==> src/rtl/usart_sdbt_defines.svh <==
// register offsets, field positions and reset values of the status block
`ifndef USART_SDBT_DEFINES_SVH
`define USART_SDBT_DEFINES_SVH
`define OFS_IER        8'h08
`define OFS_IMR        8'h10
`define OFS_CSR        8'h14
`define OFS_RHR        8'h18
`define OFS_THR        8'h1C
`define OFS_BRGR       8'h20
`define OFS_RTOR       8'h24
`define OFS_CTRL       8'h00
`define OFS_MODE       8'h04
`define CSR_RESET      32'h0000_0018
`define B_RECEIVER_READY_FLAG        0
`define B_TRANSMITTER_READY_FLAG        1
`define B_BREAK_SEEN_FLAG        2
`define B_RECEIVE_TRANSFER_DONE        3
`define B_TRANSMIT_TRANSFER_DONE        4
`define B_OVERRUN_ERROR_FLAG         5
`define B_FRAME        6
`define B_PARITY_ERROR_FLAG         7
`define B_TIMEOUT      8
`define B_TRANSMITTER_IDLE_FLAG      9
`define CTL_RSTSTA     8
`define CTL_RXEN       4
`define CTL_RXDIS      5
`define CTL_TXEN       6
`define CTL_TXDIS      7
`define CTL_STTTO      11
`define CTL_START_BREAK_COMMAND     9
`define CTL_STPBRK     10
`define MODE_SYNC      8
`define MODE_EXTCLK    4
`define MODE_PARNONE   11
`define MODE_MULTIDROP 10
`define TO_BITS_PER    3'h4
`define OVS_ASYNC      5'h10
`endif

==> src/rtl/usart_sdbt_pkg.sv <==
// types shared by the status, data, baud and time-out block
`default_nettype none
package usart_sdbt_pkg;
    typedef enum logic [1:0] {
        TX_IDLE,
        TX_SHIFT,
        TX_BREAK
    } tx_state_t;
    typedef enum logic [1:0] {
        RX_IDLE,
        RX_DATA,
        RX_STOP,
        RX_BRKEND
    } rx_state_t;
endpackage
`default_nettype wire

==> src/rtl/baud_gen.sv <==
// baud tick divider with bypass, stop and sixteen-times oversampling
`include "usart_sdbt_defines.svh"
`default_nettype none
module baud_gen (
    // clock and reset
    input  wire logic        i_sys_clk,
    input  wire logic        i_rst_n,
    // configuration
    input  wire logic [15:0] i_divisor,
    input  wire logic        i_sync,
    input  wire logic        i_ext_clk_tick,
    input  wire logic        i_ext_sel,
    // ticks
    output logic             o_bit_tick
);
    typedef struct packed {
        logic [15:0] div;
        logic [4:0]  ovs;
        logic        tick;
    } st_t;
    st_t s_q;
    st_t s_d;
    logic src_tick;
    always_comb begin
        s_d      = s_q;
        s_d.tick = 1'b0;
        // synchronous mode on an external clock ignores the divisor
        src_tick = 1'b0;
        if (i_sync && i_ext_sel) begin
            s_d.tick = i_ext_clk_tick;
        end else if (i_divisor == 16'h0000) begin
            s_d.div = 16'h0000;
            s_d.ovs = 5'h00;
        end else begin
            if (i_divisor == 16'h0001) begin
                src_tick = i_ext_sel ? i_ext_clk_tick : 1'b1;
            end else if (s_q.div >= i_divisor - 16'h0001) begin
                s_d.div  = 16'h0000;
                src_tick = 1'b1;
            end else begin
                s_d.div = s_q.div + 16'h0001;
            end
            if (src_tick) begin
                if (i_sync) begin
                    s_d.tick = 1'b1;
                end else if (s_q.ovs == `OVS_ASYNC - 5'h01) begin
                    s_d.ovs  = 5'h00;
                    s_d.tick = 1'b1;
                end else begin
                    s_d.ovs = s_q.ovs + 5'h01;
                end
            end
        end
    end
    always_ff @(posedge i_sys_clk) begin
        if (!i_rst_n) begin
            s_q <= '0;
        end else begin
            s_q <= s_d;
        end
    end
    assign o_bit_tick = s_q.tick;
endmodule // baud_gen
`default_nettype wire

==> src/rtl/rx_timeout.sv <==
// receive time-out counter in units of four bit periods
`include "usart_sdbt_defines.svh"
`default_nettype none
module rx_timeout (
    // clock and reset
    input  wire logic       i_sys_clk,
    input  wire logic       i_rst_n,
    // control
    input  wire logic [7:0] i_timeout_value,
    input  wire logic       i_start,
    input  wire logic       i_char_rx,
    input  wire logic       i_bit_tick,
    // status
    output logic            o_expired
);
    typedef struct packed {
        logic [7:0] cnt;
        logic [1:0] sub;
        logic       armed;
        logic       started;
        logic       exp;
    } st_t;
    st_t s_q;
    st_t s_d;
    always_comb begin
        s_d = s_q;
        if (i_timeout_value == 8'h00) begin
            s_d     = '0;
        end else if (i_start) begin
            s_d.cnt     = i_timeout_value;
            s_d.sub     = 2'h0;
            s_d.armed   = 1'b0;
            s_d.started = 1'b0;
            s_d.exp     = 1'b0;
        end else if (i_char_rx) begin
            s_d.cnt     = i_timeout_value;
            s_d.sub     = 2'h0;
            s_d.armed   = 1'b1;
            s_d.started = 1'b1;
        end else if (s_q.armed && i_bit_tick) begin
            // one count per four bit periods
            if (s_q.sub == 2'(`TO_BITS_PER - 3'h1)) begin
                s_d.sub = 2'h0;
                if (s_q.cnt == 8'h01) begin
                    s_d.cnt   = 8'h00;
                    s_d.armed = 1'b0;
                    s_d.exp   = 1'b1;
                end else begin
                    s_d.cnt = s_q.cnt - 8'h01;
                end
            end else begin
                s_d.sub = s_q.sub + 2'h1;
            end
        end
    end
    always_ff @(posedge i_sys_clk) begin
        if (!i_rst_n) begin
            s_q <= '0;
        end else begin
            s_q <= s_d;
        end
    end
    assign o_expired = s_q.exp;
endmodule // rx_timeout
`default_nettype wire

==> src/rtl/usart_sdbt.sv <==
// status, holding registers, baud divisor and receive time-out of a uart
`include "usart_sdbt_defines.svh"
`default_nettype none
module usart_sdbt (
    // clock and reset
    input  wire logic        i_sys_clk,
    input  wire logic        i_rst_n,
    // register port
    input  wire logic [7:0]  i_addr,
    input  wire logic [31:0] i_wdata,
    input  wire logic        i_wr,
    input  wire logic        i_rd,
    output logic      [31:0] o_rdata,
    // serial line
    input  wire logic        i_rxd,
    input  wire logic        i_ext_clk,
    output logic             o_txd,
    // data transfer channel ends
    input  wire logic        i_receive_transfer_done,
    input  wire logic        i_transmit_transfer_done,
    // interrupt
    output logic             o_irq
);
    typedef struct packed {
        logic [31:0] rdata;
        logic [9:0]  mask;
        logic [15:0] divisor;
        logic [7:0]  tovalue;
        logic [15:0] mode;
        logic        rx_en;
        logic        tx_en;
        logic        receiver_ready_flag;
        logic        transmitter_ready_flag;
        logic        brk_req;
        logic        brk_stop_req;
        logic        brk_flag;
        logic        overrun_error_flag;
        logic        frame;
        logic        parity_error_flag;
        logic [7:0]  thr;
        logic [7:0]  rhr;
        usart_sdbt_pkg::tx_state_t tx_st;
        logic [9:0]  tx_sh;
        logic [3:0]  tx_cnt;
        usart_sdbt_pkg::rx_state_t rx_st;
        logic [8:0]  rx_sh;
        logic [3:0]  rx_cnt;
        logic [3:0]  rx_ph;
        logic        rx_zero;
        logic        txd;
        logic        irq;
        logic [2:0]  rxs;
        logic [2:0]  cks;
        logic        ck_last;
    } st_t;
    st_t s_q;
    st_t s_d;
    logic       bit_tick;
    logic       to_exp;
    logic       to_start;
    logic       char_rx;
    logic       ext_tick;
    logic       rx_in;
    logic       no_par;
    logic [9:0] csr;

    ////////////////////////////////////////////////////////////////////////
    baud_gen u_baud (
        .i_sys_clk     (i_sys_clk),
        .i_rst_n       (i_rst_n),
        .i_divisor     (s_q.divisor),
        .i_sync        (s_q.mode[`MODE_SYNC]),
        .i_ext_clk_tick(ext_tick),
        .i_ext_sel     (s_q.mode[`MODE_EXTCLK]),
        .o_bit_tick    (bit_tick)
    );
    rx_timeout u_to (
        .i_sys_clk      (i_sys_clk),
        .i_rst_n        (i_rst_n),
        .i_timeout_value(s_q.tovalue),
        .i_start        (to_start),
        .i_char_rx      (char_rx),
        .i_bit_tick     (bit_tick),
        .o_expired      (to_exp)
    );

    ////////////////////////////////////////////////////////////////////////
    // pins are stable once the second and third stages agree
    assign rx_in    = (s_q.rxs[2] == s_q.rxs[1]) ? s_q.rxs[1] : s_q.rx_zero;
    assign ext_tick = (s_q.cks[2] == s_q.cks[1]) && s_q.cks[1] && !s_q.ck_last;
    assign to_start = (i_wr && i_addr == `OFS_RTOR)
                   || (i_wr && i_addr == `OFS_CTRL && i_wdata[`CTL_STTTO]);
    assign char_rx  = (s_q.rx_st == usart_sdbt_pkg::RX_STOP) && bit_tick;
    // multi-drop keeps its ninth bit, only the plain no-parity code drops it
    assign no_par   = s_q.mode[`MODE_PARNONE] && !s_q.mode[`MODE_MULTIDROP];

    always_comb begin
        csr                    = '0;
        csr[`B_RECEIVER_READY_FLAG]          = s_q.receiver_ready_flag;
        csr[`B_TRANSMITTER_READY_FLAG]          = s_q.transmitter_ready_flag && !s_q.brk_req;
        csr[`B_BREAK_SEEN_FLAG]          = s_q.brk_flag;
        csr[`B_RECEIVE_TRANSFER_DONE]          = i_receive_transfer_done;
        csr[`B_TRANSMIT_TRANSFER_DONE]          = i_transmit_transfer_done;
        csr[`B_OVERRUN_ERROR_FLAG]           = s_q.overrun_error_flag;
        csr[`B_FRAME]          = s_q.frame;
        csr[`B_PARITY_ERROR_FLAG]           = s_q.parity_error_flag;
        csr[`B_TIMEOUT]        = to_exp;
        csr[`B_TRANSMITTER_IDLE_FLAG]        = s_q.tx_en && s_q.tx_st == usart_sdbt_pkg::TX_IDLE
                               && s_q.transmitter_ready_flag && !s_q.brk_req;
    end

    always_comb begin
        s_d         = s_q;
        s_d.rxs     = {s_q.rxs[1:0], i_rxd};
        s_d.cks     = {s_q.cks[1:0], i_ext_clk};
        s_d.rx_zero = rx_in;
        if (s_q.cks[2] == s_q.cks[1]) begin
            s_d.ck_last = s_q.cks[1];
        end
        s_d.rdata = '0;
        // register reads: data stand one cycle
        if (i_rd) begin
            case (i_addr)
                `OFS_IMR:  s_d.rdata = {22'h000000, s_q.mask};
                `OFS_CSR:  s_d.rdata = {22'h000000, csr};
                `OFS_RHR:  s_d.rdata = {24'h000000, s_q.rhr};
                `OFS_BRGR: s_d.rdata = {16'h0000, s_q.divisor};
                `OFS_RTOR: s_d.rdata = {24'h000000, s_q.tovalue};
                `OFS_MODE: s_d.rdata = {16'h0000, s_q.mode};
                default:   s_d.rdata = '0;
            endcase
            if (i_addr == `OFS_RHR) begin
                s_d.receiver_ready_flag = 1'b0;
            end
        end
        if (i_wr) begin
            case (i_addr)
                `OFS_IER:  s_d.mask = s_q.mask | i_wdata[9:0];
                `OFS_BRGR: s_d.divisor = i_wdata[15:0];
                `OFS_RTOR: s_d.tovalue = i_wdata[7:0];
                `OFS_MODE: s_d.mode = i_wdata[15:0];
                `OFS_THR: begin
                    if (s_q.tx_en) begin
                        s_d.thr   = i_wdata[7:0];
                        s_d.transmitter_ready_flag = 1'b0;
                    end
                end
                `OFS_CTRL: begin
                    if (i_wdata[`CTL_RSTSTA]) begin
                        s_d.brk_flag = 1'b0;
                        s_d.overrun_error_flag     = 1'b0;
                        s_d.frame    = 1'b0;
                        s_d.parity_error_flag     = 1'b0;
                    end
                    if (i_wdata[`CTL_RXEN]) begin
                        s_d.rx_en = 1'b1;
                    end
                    if (i_wdata[`CTL_RXDIS]) begin
                        s_d.rx_en = 1'b0;
                        s_d.receiver_ready_flag = 1'b0;
                    end
                    if (i_wdata[`CTL_TXEN]) begin
                        s_d.tx_en = 1'b1;
                        s_d.transmitter_ready_flag = 1'b1;
                    end
                    if (i_wdata[`CTL_START_BREAK_COMMAND] && s_q.tx_en) begin
                        s_d.brk_req = 1'b1;
                    end
                    if (i_wdata[`CTL_STPBRK]) begin
                        s_d.brk_stop_req = 1'b1;
                    end
                    if (i_wdata[`CTL_TXDIS]) begin
                        s_d.tx_en   = 1'b0;
                        s_d.transmitter_ready_flag   = 1'b0;
                        s_d.brk_req = 1'b0;
                        s_d.tx_st   = usart_sdbt_pkg::TX_IDLE;
                        s_d.txd     = 1'b1;
                    end
                end
                default: ;
            endcase
        end

        ////////////////////////////////////////////////////////////////////
        // transmitter: holding moves on only after the current character
        if (s_q.tx_en && bit_tick) begin
            case (s_q.tx_st)
                usart_sdbt_pkg::TX_IDLE: begin
                    if (s_q.brk_req) begin
                        s_d.tx_st   = usart_sdbt_pkg::TX_BREAK;
                        s_d.brk_req = 1'b0;
                        s_d.txd     = 1'b0;
                    end else if (!s_q.transmitter_ready_flag) begin
                        s_d.tx_sh  = {1'b1, s_q.thr, 1'b0};
                        s_d.tx_cnt = 4'hA;
                        s_d.tx_st  = usart_sdbt_pkg::TX_SHIFT;
                        s_d.transmitter_ready_flag  = 1'b1;
                    end
                end
                usart_sdbt_pkg::TX_SHIFT: begin
                    s_d.txd    = s_q.tx_sh[0];
                    s_d.tx_sh  = {1'b1, s_q.tx_sh[9:1]};
                    s_d.tx_cnt = s_q.tx_cnt - 4'h1;
                    if (s_q.tx_cnt == 4'h1) begin
                        s_d.tx_st = usart_sdbt_pkg::TX_IDLE;
                    end
                end
                usart_sdbt_pkg::TX_BREAK: begin
                    if (s_q.brk_stop_req) begin
                        s_d.txd   = 1'b1;
                        s_d.tx_st = usart_sdbt_pkg::TX_IDLE;
                        s_d.brk_stop_req = 1'b0;
                    end
                end
                default: s_d.tx_st = usart_sdbt_pkg::TX_IDLE;
            endcase
        end

        ////////////////////////////////////////////////////////////////////
        // receiver: one sample per bit tick, no mid-bit oversampling
        if (s_q.rx_en && bit_tick) begin
            case (s_q.rx_st)
                usart_sdbt_pkg::RX_IDLE: begin
                    if (!rx_in) begin
                        s_d.rx_cnt = 4'h0;
                        s_d.rx_st  = usart_sdbt_pkg::RX_DATA;
                    end
                end
                usart_sdbt_pkg::RX_DATA: begin
                    s_d.rx_sh  = {rx_in, s_q.rx_sh[8:1]};
                    s_d.rx_cnt = s_q.rx_cnt + 4'h1;
                    if (s_q.rx_cnt == (no_par ? 4'h7 : 4'h8)) begin
                        s_d.rx_st = usart_sdbt_pkg::RX_STOP;
                    end
                end
                usart_sdbt_pkg::RX_STOP: begin
                    s_d.rx_st = usart_sdbt_pkg::RX_IDLE;
                    s_d.rhr   = no_par ? s_q.rx_sh[8:1] : s_q.rx_sh[7:0];
                    if (s_q.receiver_ready_flag) begin
                        s_d.overrun_error_flag = 1'b1;
                    end
                    s_d.receiver_ready_flag = 1'b1;
                    if (!no_par
                        && (s_q.mode[`MODE_MULTIDROP] ? s_q.rx_sh[8]
                            : ^s_q.rx_sh)) begin
                        s_d.parity_error_flag = 1'b1;
                    end
                    if (!rx_in) begin
                        s_d.frame = 1'b1;
                        if (s_q.rx_sh == 9'h000) begin
                            s_d.brk_flag = 1'b1;
                            s_d.rx_st    = usart_sdbt_pkg::RX_BRKEND;
                        end
                    end
                end
                usart_sdbt_pkg::RX_BRKEND: begin
                    if (rx_in) begin
                        s_d.brk_flag = 1'b1;
                        s_d.rx_st    = usart_sdbt_pkg::RX_IDLE;
                    end
                end
                default: s_d.rx_st = usart_sdbt_pkg::RX_IDLE;
            endcase
        end
        if (!s_q.rx_en) begin
            s_d.receiver_ready_flag = 1'b0;
        end
        s_d.irq = |(csr & s_q.mask);
    end

    always_ff @(posedge i_sys_clk) begin
        if (!i_rst_n) begin
            s_q     <= '0;
            s_q.txd <= 1'b1;
            s_q.rxs <= 3'h7;
            s_q.rx_zero <= 1'b1;
        end else begin
            s_q <= s_d;
        end
    end

    assign o_rdata = s_q.rdata;
    assign o_txd   = s_q.txd;
    assign o_irq   = s_q.irq;
endmodule // usart_sdbt
`default_nettype wire

==> config.mk <==
export PLATFORM = sky130hd
export DESIGN_NAME = usart_sdbt
export DESIGN_NICKNAME = d
export VERILOG_FILES = /design/src/rtl/usart_sdbt_pkg.sv /design/src/rtl/baud_gen.sv /design/src/rtl/rx_timeout.sv /design/src/rtl/usart_sdbt.sv
export VERILOG_INCLUDE_DIRS = /design/src /design/src/rtl
export SDC_FILE = /design/constraint.sdc
export NUM_CORES = 1
export LEC_CHECK = 0
export ABC_AREA = 1
export ABC_CLOCK_PERIOD_IN_PS = 3350
export BUFFER_PORTS_ARGS = -buffer_cell sky130_fd_sc_hd__buf_2
export CORE_ASPECT_RATIO = 2
export CORE_MARGIN = 2
export CORE_UTILIZATION = 42
export DETAILED_ROUTE_END_ITERATION = 8
export GPL_TIMING_DRIVEN = 0
export PLACE_DENSITY = 0.64
export SYNTH_ARGS = -nofsm -noshare
export SYNTH_HDL_FRONTEND = slang
export SYNTH_SLANG_ARGS = --single-unit
==> constraint.sdc <==
create_clock -name i_sys_clk -period 3.35 [get_ports i_sys_clk]
set_input_delay 0.5025 -clock i_sys_clk [delete_from_list [all_inputs] [get_ports i_sys_clk]]
set_output_delay 0.5025 -clock i_sys_clk [all_outputs]
set_load 0.005 [all_outputs]
==> results of run 1 <==
## state kept, by name, indices dropped and copies added, names as in the netlist
register,count
u_to.o_expired,1
csr,5
u_baud.o_bit_tick,1
o_irq,1
u_baud.s_q,21
o_rdata,16
u_to.s_q,11
o_txd,1
s_q,106
s_d,4
## layout make-up
type	count	area, um2	area share (%)
buffer	62	379.1	3.877
tap	266	332.8	3.403
inverter	169	636.9	6.512
clock inverter	12	118.9	1.215
multi-input combinational	790	4282	43.78
sequential	167	3343	34.19
timing repair buffer	48	240.2	2.456
clock buffer	20	446.7	4.568
## synth_stat cells (8+ instances only)
master / instances
nand2_1: 173
dfxtp_1: 167
inv_1: 156
nor2_1: 120
a21oi_1: 108
o21ai_0: 100
nand3_1: 64
buf_4: 32
ha_1: 31
a31oi_1: 20
xor2_1: 20
clkbuf_1: 19
nand4_1: 19
nor3_1: 15
a211oi_1: 11
buf_2: 9
inv_2: 9
nor2_2: 9
o22ai_1: 9
nor3_2: 8
## cell usage in the layout (no fill, tap or decap), types with 3 or more instances in the layout
cell,n
nor3_2,7
xor2_1,20
nand3b_1,3
ha_1,30
nand2_1,173
o22ai_1,9
inv_6,3
clkinv_4,3
o21ai_0,100
nor3_1,15
nor2_4,4
nand3_1,64
nand2_4,4
o21ai_1,4
a211oi_1,11
or2_2,4
clkinv_1,3
nand4_1,19
inv_2,10
clkbuf_16,17
nand2_2,4
clkbuf_1,21
buf_2,57
nor2_2,10
dfxtp_1,167
xnor2_1,6
a31oi_1,20
a21oi_1,108
a21o_1,4
nand3_2,5
nor2_1,119
inv_1,155
conb_1,16
buf_4,32
a221oi_1,6
## repair_timing
item,CTS,global route
endpoints found under the hold margin,0,0
hold buffers,0,0
setup endpoints to repair,0,13
resized for setup,0,4
## metal layers
layer,routed length (um),vias up,track usage [%]
met5,0,-,0
met4,772,0,9.381
met3,1338,48,4.163
met1,10400,3626,28.71
li1,-,3993,-
met2,11140,236,36.62
## kinds of logic (layout without fill, tap and decap cells)
group | Yosys count | count (layout) | synth area share [%]
adder cells (fa/ha/maj) | 31 | 31 | 4.524
AND/OR/NAND/NOR | 440 | 440 | 24.07
flip-flops | 167 | 167 | 39.00
XOR/XNOR | 26 | 26 | 2.656
buffers and inverters | 231 | 311 | 11.85
other | 1 | 16 | 0.04374
AO/OA/AOI/OAI | 277 | 277 | 17.86
## report_power, final
| group | total (mW) | internal, mW | switching (mW) | leakage, nW |
|---|---|---|---|---|
| registers | 2.00 | 1.99 | 0.00407 | 1.35 |
| logic | 0.184 | 0.0545 | 0.130 | 2.67 |
| clock network | 1.92 | 1.06 | 0.863 | 0.273 |
## worst max path at each step
stage / start / endpoint / slack (ns) / cells after the start
6_report: s_q[97] / u_baud.s_q[14] / 0.32 / 19
5_1_grt: s_q[96] / u_baud.s_q[14] / 0.04 / 22
3_5_place_dp: s_q[95] / u_baud.s_q[14] / 0.22 / 22
3_3_place_gp: s_q[95] / u_baud.s_q[18] / 0.33 / 22
2_1_floorplan: s_q[95] / u_baud.s_q[18] / 0.65 / 22
4_1_cts: s_q[95] / u_baud.s_q[14] / 0.21 / 22
## worst min-delay path, cell delays in order
cell	delay, ns
buf_2	0.08
nand2_1	0.04
inv_1	0.04
==> results.md, run 1 <==
Timing:
- The time the final worst path needs with I/O delays and setup is 3.027 ns.
- In this run the tightest slew margin relative to its limit is 45.26%.
- The final worst slack is 0.3231 ns.
- The transition time of the tightest slew-check pin is 0.8210 ns.
- The post-route fraction of the period consumed by the critical path is 90.36%.
- The clock arrives with 0.007294 ns of skew.
- Setup repair after global routing left no endpoint under its margin.
- The final number of setup-violating endpoints is 0.
- The worst hold margin is 0.2495 ns.
- The upper clock frequency limit is 0.3304 GHz.
- For the final routed database, the setup TNS stands at 0 ns.
- The number of pins exceeding their max-slew limit in the final report is 0.
- The final hold violation count is 0.

Job:
- The max-cap check violation count is 0.

Global routing:
- Global routing used 22.32% of the available tracks.
- The via count of the first global-routing pass is 7,416.
- The first-pass GRT wire length is 38,010 um.
- Global routing finished with a remaining overflow of 0.
- The largest net degree at the start of global routing is 17.
- The number of antenna violations at the first check in global routing was 0.

Critical path:
- Walking the worst path, the cells encountered are nor2_4 -> nand3_1 -> nor3_4 -> inv_1 -> nor3_1 -> xor2_1 -> inv_1 -> ha_1 -> nand2_1 -> inv_1 -> nand3_1 -> a21oi_1 -> nor2_1 -> and2_1 -> nand2_1 -> nand2_4 -> nand2_4 -> buf_6 -> nor2_1.
- The logic depth of the worst register-to-register path is 19.
- Of all nets on the critical path, the largest fanout is 10.
- The worst reg-to-reg setup slack is 0.32 ns.
- The reg-to-reg critical path startpoint is s_q[97].
- The cell that appears most often on the critical path is inv_1.
- The worst setup path is of the register to register kind.
- The cell with the biggest individual delay on the critical path is dfxtp_1.
- The endpoint identified for the worst register-to-register timing path is u_baud.s_q[14].
- The required time of the worst setup path is 3.68 ns.
- At the worst endpoint, the arrival time is 3.36 ns.
- In this design, the largest share of critical-path delay is due to simple AND/OR/NAND/NOR gates.
- The critical path launch point type is a register.
- For this run, the slowest stage of the critical path takes 0.39 ns.
- Counting both buffers and inverters, the worst setup path holds a total of 4.
- The kind of end point of the critical path is a register.

Place:
- The post-detailed-placement cell area is 0.009203 mm2.
- The worst-case setup slack after placement is 0.2191 ns.
- The total half-perimeter wirelength after legalization and detailed placement is 18,040 um.
- The placed instance count is 1,502.
- The number of buffers added on ports is 48.
- The last weighted congestion value of the routability-driven placer is 0.9421.

Clock tree:
- The clock net in this run drives a total of 167 sinks.
- The TritonCTS clock tree is yes.
- The clock insertion delay at the later pin of the skew report is 0.44 ns.
- TritonCTS created 17 clock buffers.
- Clock-pin slew was measured on the worst setup and hold paths at 0.07 ns.
- The cell sitting at the root of the clock tree is a clkbuf_16.
- No sink is reached through more buffers than the 2 on the longest clock path.
- The setup fix buffers added after clock tree synthesis is 0.
- The H-tree depth is 4.

Power:
- The ratio of total power to cell area is 419.0 mW/mm2.
- The largest voltage drop on the vdd net is 0.2893 mV.
- In this run the static leakage power is 4.290 nW.
- The overall power is 4.098 mW.

Synthesis:
- The synthesized netlist occupies a cell area of 0.008573 mm2.
- The number of enable flip-flop cells after synthesis is 0.
- Counting flops and latches in the post-synthesis netlist gives 167.
- The fraction of post-synthesis cell area in the top cell type by area is 39.00%.
- The instance count of the mapped netlist is 1,173.
- By area the synthesized netlist is led by dfxtp_1 (39%), nand2_1 (7.6%), inv_1 (6.8%).
- The largest total area in the synthesized netlist belongs to dfxtp_1.
- The number of library cell types mapped by synthesis is 51.
- The part of the Yosys area used for sequential elements is 39.00%.
- The post-synthesis area per instance is 7.309 um2.
- The flip-flop cell with the highest count after synthesis is dfxtp_1.
- The total number of yosys warnings is 0.
- Of all flip-flops after synthesis, the portion carrying an async set or reset was 0%.

Die:
- The total die area is 0.02164 mm2.
- The starting density of the core is 42.47%.
- In this run the horizontal extent of the chip is 105.0 um.
- The cell row count is 74.
- The area of the placeable core is 0.02018 mm2.
- The I/O pin count is 82.
- Measured along the y axis, the die boundary spans 206.1 um.

Worst hold path:
- The path class of the tightest hold or removal check is input pin to register.
- The destination of the worst hold path is s_d[2].
- The worst hold path depth is 3.
- The launch point of the worst hold path is i_ext_clk.

Finish:
- The net count of the finished layout is 1,334.
- The post-layout instance area is 0.009779 mm2.
- Of the cells placed in the final design, the portion with a size suffix greater than 1 is 14.27%.
- The area growth from synthesis to layout is 14.07%.
- The diode insertion count for antenna repair is 0.
- Counting the fill cells in the layout gives 2,095.
- Once layout is complete, the utilization of the core stands at 48.45%.
- Leaving out filler cells and counting taps, the final layout contains 1,534.

Routing:
- The wire length per cell after detailed routing is 15.42 um.
- After detailed routing, the number of remaining DRC violations is 0.
- In this run the remaining antenna-violating nets after routing total 0.
- Using the TritonRoute via totals, the vias-per-cell ratio works out to 5.152.
- The routed layout has 7,903 vias.
- The number of DRC violations after detailed-routing iteration 0 is 485.
- Before antenna repair, the detailed router went through 5 iterations.
- The routed wire length is 23,650 um.

Status:
- The run finished with clean final reports.
Note: power is estimated with default switching activity, not from simulation.
==> run 2, diff against run 1 <==
--- a/config.mk
+++ b/config.mk
@@ -12,6 +12,7 @@
 export CORE_ASPECT_RATIO = 2
 export CORE_MARGIN = 2
 export CORE_UTILIZATION = 42
+export CTS_BUF_LIST = sky130_fd_sc_hd__clkbuf_16
 export DETAILED_ROUTE_END_ITERATION = 8
 export GPL_TIMING_DRIVEN = 0
 export PLACE_DENSITY = 0.64
==> results.md, run 2 (synthesis results as in run 1) <==
Global routing:
- The largest net degree at the start of global routing is 17 (unchanged).
- The aggregate global-route resource usage is 22.32% (unchanged).
- The total global routing overflow is 0 (unchanged).
- The first-pass GRT wire length came to 38,010 um (unchanged).
- The number of antenna violations at the first check in global routing is 0 (unchanged).
- The via count of the first global-routing pass is 7,416 (unchanged).

Critical path:
- The data arrival time of the critical path came to 3.36 ns (about the same).
- The logic depth of the worst register-to-register path is 19 (unchanged).
- The kind of end point of the critical path is a register (unchanged).
- The kind of critical path was register to register (unchanged).
- The required time of the worst setup path is 3.68 ns (about the same).
- The critical path launch point type is a register (unchanged).
- The largest fanout of any net on the critical path is 10 (unchanged).

Place:
- The last weighted congestion value of the routability-driven placer is 0.9421 (unchanged).
- The placed instance count was 1,502 (unchanged).
- The number of buffers added on ports came to 48 (unchanged).
- The total half-perimeter wirelength after legalization and detailed placement came to 18,040 um (unchanged).
- The worst-case setup slack after placement is 0.2191 ns (unchanged).

Timing:
- The post-route fraction of the period consumed by the critical path is 90.32% (was 90.36%).
- The worst relative slew slack is 45.21% (was 45.26%).
- The time the final worst path needs with I/O delays and setup came to 3.026 ns (was 3.027 ns).
- The number of pins exceeding their max-slew limit in the final report is 0 (unchanged).
- The sum of negative setup slack was 0 ns (unchanged).
- The upper clock frequency limit was 0.3305 GHz (was 0.3304 GHz).
- The transition time of the tightest slew-check pin is 0.8219 ns (was 0.8210 ns).
- The final worst slack is 0.3244 ns (was 0.3231 ns).
- The final hold violation count is 0 (unchanged).
- RSZ-0062 raised after global routing: no (unchanged).
- The worst hold margin came to 0.2493 ns (was 0.2495 ns).
- The final number of setup-violating endpoints is 0 (unchanged).
- The clock tree skew after final layout came to 0.008342 ns (was 0.007294 ns).

Finish:
- The number of inserted filler cells in the final layout is 2,096 (was 2,095).
- The area growth from synthesis to layout was 13.95% (was 14.07%).
- The diode insertion count for antenna repair is 0 (unchanged).
- The number of nets in the layout came to 1,334 (unchanged).
- The most common cell after layout, fill and taps aside is nand2_1 (unchanged).
- The final instance count without filler cells is 1,534 (unchanged).
- The area used by multi-input combinational logic is 0.004282 mm2 (unchanged).
- The sequential standard cell area is 0.003343 mm2 (unchanged).
- The register ranked first by flip-flop count is s_q (unchanged).
- The flip-flop count of the largest register, all copies and words added is 106 (unchanged).
- Commonest cells after routing, fill and taps aside: nand2_1 (173), dfxtp_1 (167), inv_1 (157), nor2_1 (119), a21oi_1 (108) (was nand2_1 (173), dfxtp_1 (167), inv_1 (155), nor2_1 (119), a21oi_1 (108)).
- The share of layout cells above drive strength 1 is 14.20% (was 14.27%).

Clock tree:
- The clock transition time at the flip-flop clock pins of the worst setup and hold paths is 0.07 ns (about the same).
- The number of buffers inserted by hold repair at cts was 0 (unchanged).
- The clock insertion delay at the later pin of the skew report was 0.44 ns (about the same).
- The setup fix buffers added after clock tree synthesis is 0 (unchanged).
- The clock buffer count from CTS came to 17 (unchanged).
- The number of sinks on the clock net is 167 (unchanged).
- The TritonCTS clock tree was yes (unchanged).
- The clock tree root driver cell is clkbuf_16 (unchanged).
- The largest buffer count on any clock path is 2 (unchanged).
- The number of gates given a new drive strength after cts came to 0 (unchanged).
- The H-tree depth came to 4 (unchanged).

Worst hold path:
- The worst hold path depth is 3 (unchanged).
- The type of the most critical hold path is input pin to register (unchanged).

Die:
- The vertical extent of the die is 206.1 um (unchanged).
- The total die area is 0.02164 mm2 (unchanged).
- The starting density of the core is 42.47% (unchanged).
- The I/O pin count is 82 (unchanged).
- The area of the placeable core is 0.02018 mm2 (unchanged).
- The width of the die came to 105.0 um (unchanged).
- The cell row count is 74 (unchanged).

Routing:
- The final routed DRC violation total came to 0 (unchanged).
- The number of DRC violations after detailed-routing iteration 0 is 477 (was 485).
- The remaining number of nets flagged by the antenna check after routing is 0 (unchanged).
- The routed wire length is 23,570 um (was 23,650 um).
- The number of search-and-repair iterations in the first detailed-routing pass is 5 (unchanged).
- The via density per instance is 5.130 (was 5.152).
- The wire length per cell after detailed routing came to 15.36 um (was 15.42 um).
- The detailed-route via count came to 7,869 (was 7,903).

Power:
- The static power due to leakage is 4.292 nW (was 4.290 nW).
- The largest voltage drop on the vdd net came to 0.2892 mV (was 0.2893 mV).
- The ratio of total power to cell area is 416.3 mW/mm2 (was 419.0 mW/mm2).

Job:
- The max-cap check violation count is 0 (unchanged).

Status:
- Outcome: finished clean (unchanged).
[run 2: cell types whose count changed in the layout (fill, tap and decap cells not counted)]
cell	before	now
clkbuf_8	1	0
clkinv_1	3	4
clkbuf_1	21	19
inv_1	155	157
[run 2: through the flow]
| step | area (um2) | utilization, % | power (mW) |
|---|---|---|---|
| floorplan | 8630 | - | 2.144 |
| global placement | 9203 | 45.59 | 2.219 |
| detailed placement | 9203 | 45.59 | 2.220 |
| CTS | 9758 | 48.34 | 4.092 |
| global route | 9769 | 48.40 | 4.192 |
| finish | 9769 | 48.40 | 4.067 |
[run 2: where the power goes]
| group | total [mW] | switching, mW | internal, mW |
|---|---|---|---|
| Clock | 1.89 | 0.861 | 1.03 |
| Combinational | 0.184 | 0.130 | 0.0545 |
| Sequential | 2.00 | 0.00408 | 1.99 |
| Total | 4.07 | 0.995 | 3.07 |
[run 2: worst max-delay path, stage by stage, from the launching register on]
cell and delay, ns:
dfxtp_1 0.39, nor2_4 0.18, nand3_1 0.20, nor3_4 0.25
inv_1 0.08, nor3_1 0.18, xor2_1 0.19, inv_1 0.06
ha_1 0.29, nand2_1 0.06, inv_1 0.06, nand3_1 0.10
a21oi_1 0.13, nor2_1 0.07, and2_1 0.18, nand2_1 0.10
nand2_4 0.08, nand2_4 0.09, buf_6 0.16, nor2_1 0.06
[run 2: area by class of cell]
class                   count  share of cell area [%]
clock buffers              17                   4.355
multi-input cells         790                   43.83
clock inverters            15                   1.332
repair buffers             48                   2.459
flip-flops and latches    167                   34.22
plain buffers              62                   3.881
well taps                 266                   3.407
inverters                 169                   6.519
[run 2: path summary, 6_finish.rpt]
path / slack [ns] / endpoint / from
min: 0.25 / s_d[2] / i_ext_clk
max reg2reg: 0.32 / u_baud.s_q[14] / s_q[97]
max: 0.32 / u_baud.s_q[14] / s_q[97]
min reg2reg: 0.41 / s_d[6] / s_d[5]
[run 2: routing by layer]
metal	track usage (%)	routed length, um	vias up
met5	0	0	-
met4	9.381	702	0
met3	4.163	1287	42
met2	36.62	11130	237
met1	28.71	10440	3598
li1	-	-	3992
